[src/rtl/etm_pkg.sv]
// constants and types for the enhanced timer register block
package etm_pkg;

  // ==========================================================
  // register offsets, one aligned word each
  localparam logic [7:0] OFS_CTL0     = 8'h00;
  localparam logic [7:0] OFS_CTL1     = 8'h04;
  localparam logic [7:0] OFS_CTL2     = 8'h08;
  localparam logic [7:0] OFS_CNT_LO   = 8'h0C;
  localparam logic [7:0] OFS_CNT_HI   = 8'h10;
  localparam logic [7:0] OFS_CMP_A_LO = 8'h14;
  localparam logic [7:0] OFS_CMP_A_HI = 8'h18;
  localparam logic [7:0] OFS_CMP_B_LO = 8'h1C;
  localparam logic [7:0] OFS_CMP_B_HI = 8'h20;

  // ==========================================================
  // field positions
  localparam int PAUSE_BIT   = 7;
  localparam int CLK_SEL_LSB = 4;
  localparam int RUN_BIT     = 3;
  localparam int PERIOD_LSB  = 0;
  localparam int MODE_LSB    = 6;
  localparam int FUNC_LSB    = 4;
  localparam int OC_BIT      = 3;
  localparam int POL_BIT     = 2;
  localparam int DIR_BIT     = 1;
  localparam int CLR_SEL_BIT = 0;
  localparam int ALIGN_LSB   = 0;

  // ==========================================================
  // reset values and counter constants
  localparam logic [7:0] CTL_RESET   = 8'h00;
  localparam logic [9:0] CNT_RESET   = 10'h000;
  localparam logic [9:0] CNT_ONE     = 10'h001;
  localparam logic [9:0] PERIOD_STEP = 10'h080;
  localparam logic [6:0] PERIOD_LOW  = 7'h7F;
  localparam logic [5:0] DIV4_MASK   = 6'h03;
  localparam logic [5:0] DIV16_MASK  = 6'h0F;
  localparam logic [5:0] DIV64_MASK  = 6'h3F;

  // ==========================================================
  // enumerations
  typedef enum logic [2:0] {
    CLK_SYS_DIV4  = 3'b000,
    CLK_SYS       = 3'b001,
    CLK_HIGH_DIV16 = 3'b010,
    CLK_HIGH_DIV64 = 3'b011,
    CLK_TIMEBASE  = 3'b100,
    CLK_RESERVED  = 3'b101,
    CLK_EXT_RISE  = 3'b110,
    CLK_EXT_FALL  = 3'b111
  } clk_sel_t;

  typedef enum logic [1:0] {
    MODE_COMPARE = 2'b00,
    MODE_CAPTURE = 2'b01,
    MODE_PWM     = 2'b10,
    MODE_TIMER   = 2'b11
  } mode_t;

  typedef enum logic [1:0] {
    FUNC_0 = 2'b00,
    FUNC_1 = 2'b01,
    FUNC_2 = 2'b10,
    FUNC_3 = 2'b11
  } func_t;

  typedef enum logic [1:0] {
    ALIGN_EDGE   = 2'b00,
    ALIGN_UP     = 2'b01,
    ALIGN_DOWN   = 2'b10,
    ALIGN_EITHER = 2'b11
  } align_t;

endpackage : etm_pkg

[src/rtl/enhanced_timer.sv]
// enhanced timer control, counter and register block behind an ahb-lite slave
//
// Added by the designer: the placing of the registers and the AHB-Lite slave port.

// ==========================================================
// What this block does
// - pause bit halts counter, timer stays powered
// - pause holds count; resume continues from it
// - clock select picks the counter clock source
// - reserved clock code gives no counter clock
// - run rising edge clears counter, starts counting
// - run falling edge stops, keeps residual count
// - compare mode: run rise restores initial level
// - period field matched against counter bits 9..7
// - period zero: counter overflows, overflow clears
// - channel a mode field selects operating mode
// - compare match applies none, low, high, toggle
// - requested level equal initial: no change
// - pwm mode: inactive, active, pwm, single pulse
// - capture edge: rise, fall, both, disabled
// - output control: initial level or active level
// - polarity bit inverts channel a pin
// - direction flag: 0 up, 1 down, read-only
// - clear select: 0 period/overflow, 1 match a
// - clear select ignored in pwm, pulse, capture
// - overflow or compare match raises request
// - channel b mode uses same mode encoding
// - alignment field selects edge or centre pwm
module enhanced_timer (
  // clock and reset
  input  wire logic        i_core_clk,
  input  wire logic        i_rst_n,
  // ahb-lite slave
  input  wire logic        i_hsel,
  input  wire logic [31:0] i_haddr,
  input  wire logic [1:0]  i_htrans,
  input  wire logic        i_hwrite,
  input  wire logic [2:0]  i_hsize,
  input  wire logic        i_hready,
  input  wire logic [31:0] i_hwdata,
  output logic      [31:0] o_hrdata,
  output logic             o_hreadyout,
  output logic             o_hresp,
  // clock sources, one-cycle ticks or pin levels
  input  wire logic        i_high_clock_tick,
  input  wire logic        i_timebase_clock_tick,
  input  wire logic        i_external_clock_pin,
  // channel a pin
  input  wire logic        i_chan_a_pin,
  output logic             o_chan_a_pin,
  output logic             o_chan_a_pin_oe,
  // timer event
  output logic             o_timer_irq_req
);

  // ==========================================================
  // helpers
  function automatic logic [9:0] period_end(input logic [2:0] p);
    period_end = {p, etm_pkg::PERIOD_LOW} - etm_pkg::PERIOD_STEP;
  endfunction : period_end

  // ==========================================================
  // state
  logic [7:0]  ctl0;
  logic [7:0]  ctl1_rw;
  logic [7:0]  ctl2;
  logic [9:0]  cnt;
  logic [9:0]  compare_a_value;
  logic [9:0]  compare_b_value;
  logic        count_direction_flag;
  logic        run_q;
  logic        level;
  logic [1:0]  sys_pre;
  logic [5:0]  high_pre;
  logic        ext_q;
  logic        pin_a_q;
  logic        wr_pend;
  logic [7:0]  wr_addr;

  // ==========================================================
  // field decode
  wire logic           pause_ctl        = ctl0[etm_pkg::PAUSE_BIT];
  wire etm_pkg::clk_sel_t clock_source_sel =
    etm_pkg::clk_sel_t'(ctl0[etm_pkg::CLK_SEL_LSB +: 3]);
  wire logic           run_ctl          = ctl0[etm_pkg::RUN_BIT];
  wire logic [2:0]     period_field     = ctl0[etm_pkg::PERIOD_LSB +: 3];
  wire etm_pkg::mode_t chan_a_mode      =
    etm_pkg::mode_t'(ctl1_rw[etm_pkg::MODE_LSB +: 2]);
  wire etm_pkg::func_t chan_a_output_function =
    etm_pkg::func_t'(ctl1_rw[etm_pkg::FUNC_LSB +: 2]);
  wire logic           chan_a_output_ctl = ctl1_rw[etm_pkg::OC_BIT];
  wire logic           chan_a_polarity  = ctl1_rw[etm_pkg::POL_BIT];
  wire logic           clear_select     = ctl1_rw[etm_pkg::CLR_SEL_BIT];
  wire etm_pkg::mode_t chan_b_mode      =
    etm_pkg::mode_t'(ctl2[etm_pkg::MODE_LSB +: 2]);
  wire etm_pkg::align_t pwm_alignment_sel =
    etm_pkg::align_t'(ctl2[etm_pkg::ALIGN_LSB +: 2]);
  wire logic [7:0]     ctl1 = {ctl1_rw[7:2], count_direction_flag, ctl1_rw[0]};

  // ==========================================================
  // mode decode
  wire logic is_cmp   = chan_a_mode == etm_pkg::MODE_COMPARE;
  wire logic is_cap   = chan_a_mode == etm_pkg::MODE_CAPTURE;
  wire logic is_pwm   = chan_a_mode == etm_pkg::MODE_PWM;
  wire logic is_tmr   = chan_a_mode == etm_pkg::MODE_TIMER;
  wire logic is_pulse = is_pwm && chan_a_output_function == etm_pkg::FUNC_3;
  wire logic centre   = is_pwm && !is_pulse &&
                        pwm_alignment_sel != etm_pkg::ALIGN_EDGE;

  // ==========================================================
  // clock source selection
  wire logic ext_rise = i_external_clock_pin && !ext_q;
  wire logic ext_fall = !i_external_clock_pin && ext_q;
  wire logic high_div16 = i_high_clock_tick &&
                          (high_pre & etm_pkg::DIV16_MASK) == etm_pkg::DIV16_MASK;
  wire logic high_div64 = i_high_clock_tick && high_pre == etm_pkg::DIV64_MASK;
  wire logic sys_div4   = sys_pre == etm_pkg::DIV4_MASK[1:0];
  // reserved code leaves the counter with no clock at all
  wire logic src_tick =
    (clock_source_sel == etm_pkg::CLK_SYS_DIV4)   ? sys_div4 :
    (clock_source_sel == etm_pkg::CLK_SYS)        ? 1'b1 :
    (clock_source_sel == etm_pkg::CLK_HIGH_DIV16) ? high_div16 :
    (clock_source_sel == etm_pkg::CLK_HIGH_DIV64) ? high_div64 :
    (clock_source_sel == etm_pkg::CLK_TIMEBASE)   ? i_timebase_clock_tick :
    (clock_source_sel == etm_pkg::CLK_EXT_RISE)   ? ext_rise :
    (clock_source_sel == etm_pkg::CLK_EXT_FALL)   ? ext_fall :
    1'b0;

  // ==========================================================
  // counter control
  wire logic run_rise = run_ctl && !run_q;
  wire logic advance  = run_ctl && !pause_ctl && src_tick;
  wire logic [9:0] term = period_end(period_field);
  wire logic match_p  = cnt == term;
  wire logic match_a  = cnt == compare_a_value;
  wire logic match_b  = cnt == compare_b_value;
  // clear select only matters in compare and timer modes
  wire logic clr_now =
    (is_cmp || is_tmr) ? (clear_select ? match_a : match_p) :
    is_cap             ? match_p :
    (is_pwm && !centre && !is_pulse) ? match_p : 1'b0;
  wire logic up_now = !centre ? 1'b1 :
                      count_direction_flag ? (cnt == etm_pkg::CNT_RESET) : !match_p;
  wire logic [9:0] step = up_now ? cnt + etm_pkg::CNT_ONE : cnt - etm_pkg::CNT_ONE;
  wire logic [9:0] next_cnt = run_rise ? etm_pkg::CNT_RESET :
                              !advance ? cnt :
                              clr_now  ? etm_pkg::CNT_RESET : step;
  wire logic next_dir = run_rise || !centre ? 1'b0 :
                        advance ? !up_now : count_direction_flag;

  // ==========================================================
  // match events; centre-aligned pwm qualifies match a by direction
  wire logic a_dir_ok = !centre ||
    pwm_alignment_sel == etm_pkg::ALIGN_EITHER ||
    (pwm_alignment_sel == etm_pkg::ALIGN_UP   && !count_direction_flag) ||
    (pwm_alignment_sel == etm_pkg::ALIGN_DOWN &&  count_direction_flag);
  wire logic cap_edge =
    (chan_a_output_function == etm_pkg::FUNC_0) ? ( i_chan_a_pin && !pin_a_q) :
    (chan_a_output_function == etm_pkg::FUNC_1) ? (!i_chan_a_pin &&  pin_a_q) :
    (chan_a_output_function == etm_pkg::FUNC_2) ? (i_chan_a_pin != pin_a_q) :
    1'b0;
  wire logic capture = is_cap && run_ctl && cap_edge;
  wire logic evt_a = advance && match_a && a_dir_ok && !is_cap;
  wire logic event_any = capture || evt_a ||
                         (advance && (match_b || match_p));

  // ==========================================================
  // single pulse: pin edge starts, match a ends by clearing run
  wire logic hw_run_set = is_pulse && ext_rise;
  wire logic hw_run_clr = is_pulse && advance && match_a;

  // ==========================================================
  // channel a output level
  wire logic pwm_active =
    (chan_a_output_function == etm_pkg::FUNC_1) ||
    (chan_a_output_function == etm_pkg::FUNC_2 && cnt < compare_a_value) ||
    (chan_a_output_function == etm_pkg::FUNC_3 && run_ctl);
  wire logic pwm_level = chan_a_output_ctl ? pwm_active : !pwm_active;
  wire logic cmp_level =
    (chan_a_output_function == etm_pkg::FUNC_1) ? 1'b0 :
    (chan_a_output_function == etm_pkg::FUNC_2) ? 1'b1 :
    (chan_a_output_function == etm_pkg::FUNC_3) ? !level : level;
  wire logic next_level =
    is_pwm ? pwm_level :
    (is_cmp && run_rise) ? chan_a_output_ctl :
    (is_cmp && advance && match_a) ? cmp_level : level;
  // output is unused in timer and capture modes, so the pin is released
  wire logic drive_a = is_cmp || is_pwm;

  // ==========================================================
  // ahb-lite decode; zero wait state, always okay
  wire logic addr_ok = i_hsel && i_hready && i_htrans[1];
  wire logic [7:0] rd_addr = i_haddr[7:0];
  wire logic [7:0] rd_byte =
    (rd_addr == etm_pkg::OFS_CTL0)     ? ctl0 :
    (rd_addr == etm_pkg::OFS_CTL1)     ? ctl1 :
    (rd_addr == etm_pkg::OFS_CTL2)     ? ctl2 :
    (rd_addr == etm_pkg::OFS_CNT_LO)   ? cnt[7:0] :
    (rd_addr == etm_pkg::OFS_CNT_HI)   ? {6'h00, cnt[9:8]} :
    (rd_addr == etm_pkg::OFS_CMP_A_LO) ? compare_a_value[7:0] :
    (rd_addr == etm_pkg::OFS_CMP_A_HI) ? {6'h00, compare_a_value[9:8]} :
    (rd_addr == etm_pkg::OFS_CMP_B_LO) ? compare_b_value[7:0] :
    (rd_addr == etm_pkg::OFS_CMP_B_HI) ? {6'h00, compare_b_value[9:8]} :
    8'h00;
  wire logic [7:0] wd = i_hwdata[7:0];
  wire logic wr_c0  = wr_pend && wr_addr == etm_pkg::OFS_CTL0;
  wire logic wr_c1  = wr_pend && wr_addr == etm_pkg::OFS_CTL1;
  wire logic wr_c2  = wr_pend && wr_addr == etm_pkg::OFS_CTL2;
  wire logic wr_alo = wr_pend && wr_addr == etm_pkg::OFS_CMP_A_LO;
  wire logic wr_ahi = wr_pend && wr_addr == etm_pkg::OFS_CMP_A_HI;
  wire logic wr_blo = wr_pend && wr_addr == etm_pkg::OFS_CMP_B_LO;
  wire logic wr_bhi = wr_pend && wr_addr == etm_pkg::OFS_CMP_B_HI;
  // counter words and the direction flag have no write path at all
  wire logic [7:0] next_ctl0 =
    wr_c0 ? wd :
    hw_run_set ? (ctl0 | (8'h01 << etm_pkg::RUN_BIT)) :
    hw_run_clr ? (ctl0 & ~(8'h01 << etm_pkg::RUN_BIT)) : ctl0;
  wire logic [9:0] next_cmp_a =
    capture ? cnt :
    wr_alo  ? {compare_a_value[9:8], wd} :
    wr_ahi  ? {wd[1:0], compare_a_value[7:0]} : compare_a_value;
  wire logic [9:0] next_cmp_b =
    wr_blo ? {compare_b_value[9:8], wd} :
    wr_bhi ? {wd[1:0], compare_b_value[7:0]} : compare_b_value;

  // ==========================================================
  // registers
  always_ff @(posedge i_core_clk) begin
    if (!i_rst_n) begin
      ctl0    <= etm_pkg::CTL_RESET;
      ctl1_rw <= etm_pkg::CTL_RESET;
      ctl2    <= etm_pkg::CTL_RESET;
    end else begin
      ctl0    <= next_ctl0;
      ctl1_rw <= wr_c1 ? wd : ctl1_rw;
      ctl2    <= wr_c2 ? wd : ctl2;
    end
  end

  always_ff @(posedge i_core_clk) begin
    if (!i_rst_n) begin
      compare_a_value <= etm_pkg::CNT_RESET;
      compare_b_value <= etm_pkg::CNT_RESET;
    end else begin
      compare_a_value <= next_cmp_a;
      compare_b_value <= next_cmp_b;
    end
  end

  always_ff @(posedge i_core_clk) begin
    if (!i_rst_n) begin
      cnt                  <= etm_pkg::CNT_RESET;
      count_direction_flag <= 1'b0;
      run_q                <= 1'b0;
      level                <= 1'b0;
    end else begin
      cnt                  <= next_cnt;
      count_direction_flag <= next_dir;
      run_q                <= run_ctl;
      level                <= next_level;
    end
  end

  always_ff @(posedge i_core_clk) begin
    if (!i_rst_n) begin
      sys_pre  <= 2'b00;
      high_pre <= 6'h00;
      ext_q    <= 1'b0;
      pin_a_q  <= 1'b0;
    end else begin
      sys_pre  <= sys_pre + 2'b01;
      high_pre <= i_high_clock_tick ? high_pre + 6'h01 : high_pre;
      ext_q    <= i_external_clock_pin;
      pin_a_q  <= i_chan_a_pin;
    end
  end

  always_ff @(posedge i_core_clk) begin
    if (!i_rst_n) begin
      o_chan_a_pin    <= 1'b0;
      o_chan_a_pin_oe <= 1'b0;
      o_timer_irq_req <= 1'b0;
    end else begin
      o_chan_a_pin    <= drive_a && (level ^ chan_a_polarity);
      o_chan_a_pin_oe <= drive_a;
      o_timer_irq_req <= event_any;
    end
  end

  always_ff @(posedge i_core_clk) begin
    if (!i_rst_n) begin
      wr_pend  <= 1'b0;
      wr_addr  <= 8'h00;
      o_hrdata <= 32'h0000_0000;
    end else begin
      wr_pend  <= addr_ok && i_hwrite;
      wr_addr  <= rd_addr;
      o_hrdata <= (addr_ok && !i_hwrite) ? {24'h00_0000, rd_byte} : o_hrdata;
    end
  end

  assign o_hreadyout = 1'b1;
  assign o_hresp     = 1'b0;
endmodule : enhanced_timer

[config.mk]
export PLATFORM = sky130hd
export DESIGN_NAME = enhanced_timer
export DESIGN_NICKNAME = d
export VERILOG_FILES = /design/src/rtl/etm_pkg.sv /design/src/rtl/enhanced_timer.sv
export SDC_FILE = /design/constraint.sdc
export NUM_CORES = 1
export LEC_CHECK = 0
export BUFFER_PORTS_ARGS = -buffer_cell sky130_fd_sc_hd__buf_2
export CORE_AREA = 3 3 136 138
export DETAILED_ROUTE_END_ITERATION = 16
export DIE_AREA = 0 0 139 141
export PLACE_DENSITY_LB_ADDON = 0.12
export SETUP_SLACK_MARGIN = 0.3
export SYNTH_ARGS = -nofsm -noshare
export SYNTH_HDL_FRONTEND = slang
export SYNTH_SLANG_ARGS = --single-unit
[constraint.sdc]
create_clock -name i_core_clk -period 4.7 [get_ports i_core_clk]
set_clock_uncertainty 0.05 [all_clocks]
set_input_delay 0.94 -clock i_core_clk [delete_from_list [all_inputs] [get_ports i_core_clk]]
set_output_delay 0.94 -clock i_core_clk [all_outputs]
set_load 0.05 [all_outputs]
==> Word-level counts from Yosys, hierarchy flattened <==
Cells that the tools add are included.
{ "word_totals": {"regBits": 87, "latch_bits": 0, "ramBits": 0, "mem_bits_ro": 0, "in_bits": 78, "output_inout_bits": 37, "elab_cells": 194, "mem_count": 0} }
{ "classes": {"addsub": 5, "mul": 0, "div_mod_pow": 0, "order_cmp": 1, "n_eq_ne": 37, "n_shift": 0, "n_mux": 41, "n_bitwise": 3, "reduce_logical": 85} }
{ "ops": {"columns": ["operator", "count"], "rows": [
  ["8-bit 2-to-1 mux", 10],
  ["8-bit by 5-bit equality test with 1-bit output, second input constant", 7],
  ["10-bit 2-to-1 mux", 5],
  ["1-bit logical AND", 42],
  ["10-bit equality test", 3],
  ["8-bit by 4-bit equality test with 1-bit output, second input constant", 3],
  ["1-bit 2-to-1 mux", 23],
  ["8-bit by 3-bit equality test with 1-bit output, second input constant", 2],
  ["8-bit by 6-bit equality test with 1-bit output, second input constant", 2],
  ["8-bit logical NOT", 2],
  ["1-bit logical NOT", 15],
  ["2-bit equality test, second input constant", 7],
  ["1-bit logical OR", 11],
  ["10-bit by 1-bit adder with 10-bit output, second input constant", 1],
  ["10-bit logical NOT", 1],
  ["10-bit < comparator", 1],
  ["10-bit by 1-bit subtractor with 10-bit output, second input constant", 1],
  ["10-bit by 8-bit subtractor with 10-bit output, second input constant", 1],
  ["3-bit equality test, second input constant", 3],
  ["4-bit 2-to-1 mux", 2],
  ["6-bit by 1-bit adder with 6-bit output, second input constant", 1],
  ["2-bit by 1-bit equality test with 1-bit output, second input constant", 3],
  ["3-bit by 2-bit equality test with 1-bit output, second input constant", 2],
  ["6-bit equality test, second input constant", 1],
  ["other kinds (15)", 23]
]} }

==> Depth between registers and ports, before layout <==
{ "depth": {"ltp_word": 15, "mapped_depth": 15, "ltp_nobuf": 15} }

==> Least setup slack after synthesis <==
Ideal clock, no wire load.
{ "synth_path": {"path_kind": "register -> register", "from": "reg ctl0[0]", "to": "reg cnt[9]", "setup_ns": 0.075, "arrival_ns": 3.144, "t_required_ns": 4.575, "slack_ns": 1.432, "stages_incl_launch_ff": 16, "path_buffers": 0, "period_less_slack_ns": 3.268, "cell_sequence": "dfxtp_1 > inv_1 > ha_1 > xnor2_1 > xnor2_1 > nor4_1 > o211ai_1 > inv_1 > ha_1 > a211oi_1 > nor2_1 > o41ai_1 > a21oi_1 > xnor2_1 > nand3b_1 > a31oi_1"} }
{ "synth_via": {"elab_chain_len": 7, "word_cells_on_any_way": 11, "cone_classes": "add/sub (1); eq/ne (1); mux (8); reduce/logical (1)"} }
{ "synth_lines": {"columns": ["element", "line", "rtl"], "rows": [
  ["from (decl)", "enhanced_timer.sv:64", "logic [7:0] ctl0;"],
  ["from (signal assigned)", "enhanced_timer.sv:230", "ctl0 <= etm_pkg::CTL_RESET;"],
  ["from (signal assigned)", "enhanced_timer.sv:234", "ctl0 <= next_ctl0;"],
  ["10-bit by 8-bit subtractor with 10-bit output (*)", "enhanced_timer.sv:59", "period_end = {p, etm_pkg::PERIOD_LOW} - etm_pkg::PERIOD_STEP;"],
  ["10-bit equality test (*)", "enhanced_timer.sv:134", "wire logic match_p = cnt == term;"],
  ["1-bit logical NOT", "enhanced_timer.sv:143", "count_direction_flag ? (cnt == etm_pkg::CNT_RESET) : !match_p;"],
  ["1-bit 2-to-1 mux", "enhanced_timer.sv:143", null],
  ["1-bit 2-to-1 mux", "enhanced_timer.sv:142", "wire logic up_now = !centre ? 1'b1 :"],
  ["10-bit 2-to-1 mux", "enhanced_timer.sv:144", "wire logic [9:0] step = up_now ? cnt + etm_pkg::CNT_ONE : cnt - etm_pkg::CNT_ONE;"],
  ["10-bit 2-to-1 mux (*)", "enhanced_timer.sv:147", "clr_now ? etm_pkg::CNT_RESET : step;"],
  ["to (signal assigned)", "enhanced_timer.sv:252", "cnt <= etm_pkg::CNT_RESET;"],
  ["to (signal assigned)", "enhanced_timer.sv:257", "cnt <= next_cnt;"],
  ["to (decl)", "enhanced_timer.sv:67", "logic [9:0] cnt;"]
]} }
Every way passes the cells marked *; elsewhere a longest branch is shown, timed or not.
A chain may end at the register's enable or synchronous reset.

==> Final worst setup path <==
Ends and elaborated chain as after synthesis.

==> results.yml <==
status:
  run_status: "finished clean"
hold_path:
  min_path_type: "reg2reg"
grt:
  grt.overflow.total: 0
  grt.busiest_layer: "met2"
  gr-usage-met1_pct: 21.44
  grt_pass1_vias: 4087
  antenna_found_initial: 0
  grt_pass1_wl_um: 23640
  grt_use_met2_pct: 24.34
  grtUsageMet3_pct: 3.121
  grt_use_total_pct: 15.48
  grt_start_max_net_pins: 75
floorplan:
  boundaryPins: 115
  die_y_um: 141
  rows: 48
  dieArea_um2: 19600
  dieWidth_um: 139
  core-area_um2: 17300
  start_util_pct: 29.94
finish:
  post-route-util_pct: 33.22
  final_cell_mix: "dfxtp_1 (86), nand2_1 (46), mux2i_1 (37)"
  area_growth_pct: 10.97
  nNetsFinal: 732
  drive_gt1_share_pct: 11.71
  antenna_cells: 0
  fillers: 1825
  fin_cells: 857
  final_common_cell: "dfxtp_1"
logic_synthesis:
  syn_area_um2: 5179
  postSynthAreaPerCell_um2: 8.574
  synth_warnings: 0
  synthCells: 604
  yosysSeqAreaShare_pct: 33.24
  synth-edff-count: 0
  ys.flop_type: "dfxtp_1"
  ys_ff_latch: 86
  synthArstFlopShare_pct: 0
  ys_types: 61
critical_path:
  cp-start-kind: "flop"
  crit_type: "reg2reg"
  required_ns: 4.84
  worstPathArrival_ns: 4.11
  end_kind: "flop"
  cp_max_fo: 8
clock_tree:
  clock_path_buffers: 2
  cts_setup_buffers: 0
  clk_latency_ns: 0.36
  htreeDepth: 3
  ctsResizeCount: 0
  clkSlewWorstSetupHoldPaths_ns: 0.07
  root_buffer: "clkbuf_16"
  cts_tree: "built"
  cts.sinks: 86
  cts_inserted_buffers: 9
  ctsHoldBuffers: 0
routing:
  viasPerCell: 5.051
  drc: 0
  firstDrtPassIters: 4
  drt_iter0_markers: 202
  vias: 4329
  wl_per_cell_um: 17.47
  wirelength_um: 14980
  postRouteAntennaNets: 0
placement:
  port_buffers: 36
  post-place-cells: 841
  routabilityCongestion: 0.8124
  dp_worst_setup_slack_ns: 0.7601
  dpl.hpwl_um: 11090
power:
  cellLeakagePower_nw: 2.370
  power_density_nw_per_um2: 272.4
  peakVddDrop_v: 0.0001696
timing:
  hold_viol_final: 0
  fin_crit_ns: 3.978
  hold_slack_ns: 0.3940
  timing.fmax_ghz: 0.2514
  rsz0062_at_grt: "no"
  drv_slew: 0
  setup_ws_ns: 0.7224
  slew_headroom_pct: 25.00
  finalSetupTns_ns: 0
  tightest_slew_ns: 1.117
  setup_viol: 0
  period_share_pct: 84.63
run:
  maxCapViolations: 0
per-layer routing:
metal / up-vias / part of all wire, %
li1: 2133 / -
met1: 2099 / 48
met2: 83 / 46
met3: 14 / 4.1
met4: 0 / 1.3
met5: - / 0
stage by stage:
step                total power [mW]  cell area (µm²)
global placement              0.8977             5474
CTS                            1.586             5747
global route                   1.629             5747
detailed placement            0.8996             5474
floorplan                     0.8776             5269
finish                         1.565             5747
flip-flops by register name, summed over array words and instances, names as in the netlist:
name / count
ext_q: 1
o_chan_a_pin_oe: 1
o_chan_a_pin: 1
ctl2: 8
compare_b_value: 10
count_direction_flag: 1
wr_pend: 1
compare_a_value: 10
run_q: 1
sys_pre: 2
high_pre: 6
ctl0: 8
o_hrdata: 8
cnt: 10
wr_addr: 8
o_timer_irq_req: 1
pin_a_q: 1
ctl1_rw: 7
level: 1
worst paths after layout:
check	start	to	slack, ns	depth (start not counted)
max	ctl0[0]	cnt[9]	0.72	15
min	sys_pre[0]	sys_pre[0]	0.39	1
max reg2reg	ctl0[0]	cnt[9]	0.72	15
min reg2reg	sys_pre[0]	sys_pre[0]	0.39	1
power by group:
part | switching [mW] | leakage (nW) | internal, mW
combinational | 0.105 | 1.54 | 0.0315
clock | 0.320 | 0.134 | 0.362
sequential | 0.00733 | 0.697 | 0.739
synth_stat cells (4+ instances only):
| cell | number | area, µm² |
|---|---|---|
| or3_1 | 5 | 31.28 |
| xor2_1 | 7 | 61.31 |
| a211oi_1 | 10 | 75.07 |
| xnor2_1 | 19 | 166.4 |
| nor2b_1 | 32 | 200.2 |
| nor4_1 | 7 | 43.79 |
| o21ai_0 | 29 | 145.1 |
| nand3b_1 | 4 | 30.03 |
| nor3b_1 | 4 | 30.03 |
| nand2_1 | 46 | 172.7 |
| nor2_1 | 35 | 131.4 |
| ha_1 | 26 | 325.3 |
| and2_1 | 20 | 125.1 |
| o221ai_1 | 7 | 61.31 |
| dfxtp_1 | 86 | 1722 |
| nand2b_1 | 5 | 31.28 |
| clkbuf_1 | 29 | 108.9 |
| a22oi_1 | 8 | 60.06 |
| o211a_1 | 11 | 110.1 |
| buf_4 | 26 | 195.2 |
| a31oi_1 | 10 | 62.56 |
| inv_1 | 29 | 108.9 |
| a21boi_0 | 9 | 67.56 |
| mux2i_1 | 37 | 370.4 |
| a21oi_1 | 13 | 65.06 |
| a21o_1 | 10 | 75.07 |
| nand3_1 | 20 | 100.1 |
| nand4_1 | 8 | 50.05 |
| nor3_1 | 8 | 40.04 |
kinds of logic (layout without fill, tap and decap cells):
kind of cell    count (synthesis)  count (layout)  share of synthesized area (%)
xor+xnor                       26              26                          4.397
mux                            37              37                          7.152
compound gates                132             132                          18.46
buf+inv                        87              91                          8.504
fa+ha+maj                      28              28                          6.862
other cells                     2              26                         0.1450
simple gates                  206             206                          21.24
flops                          86              86                          33.24
final cells by class:
type                       count  area [µm²]  share of cell area, %
clock inverter                 6       43.79                 0.7620
tap                          225       281.5                  4.899
timing repair buffer          46       255.2                  4.442
sequential                    86        1722                  29.96
multi-input combinational    455        3107                  54.06
inverter                      29       108.9                  1.894
clock buffer                  10       229.0                  3.984
critical path, stage by stage, from the launching register on:
cell	delay (ns)
dfxtp_1	0.44
inv_1	0.07
ha_1	0.21
xnor2_1	0.13
xnor2_1	0.12
nor4_1	0.52
o211ai_1	0.29
inv_1	0.31
ha_1	0.31
a211oi_1	0.24
nor2_1	0.11
o41ai_1	0.42
a21oi_1	0.14
xnor2_1	0.23
nand3b_1	0.14
a31oi_1	0.07
No activity file was read; power rests on OpenSTA's default activity.
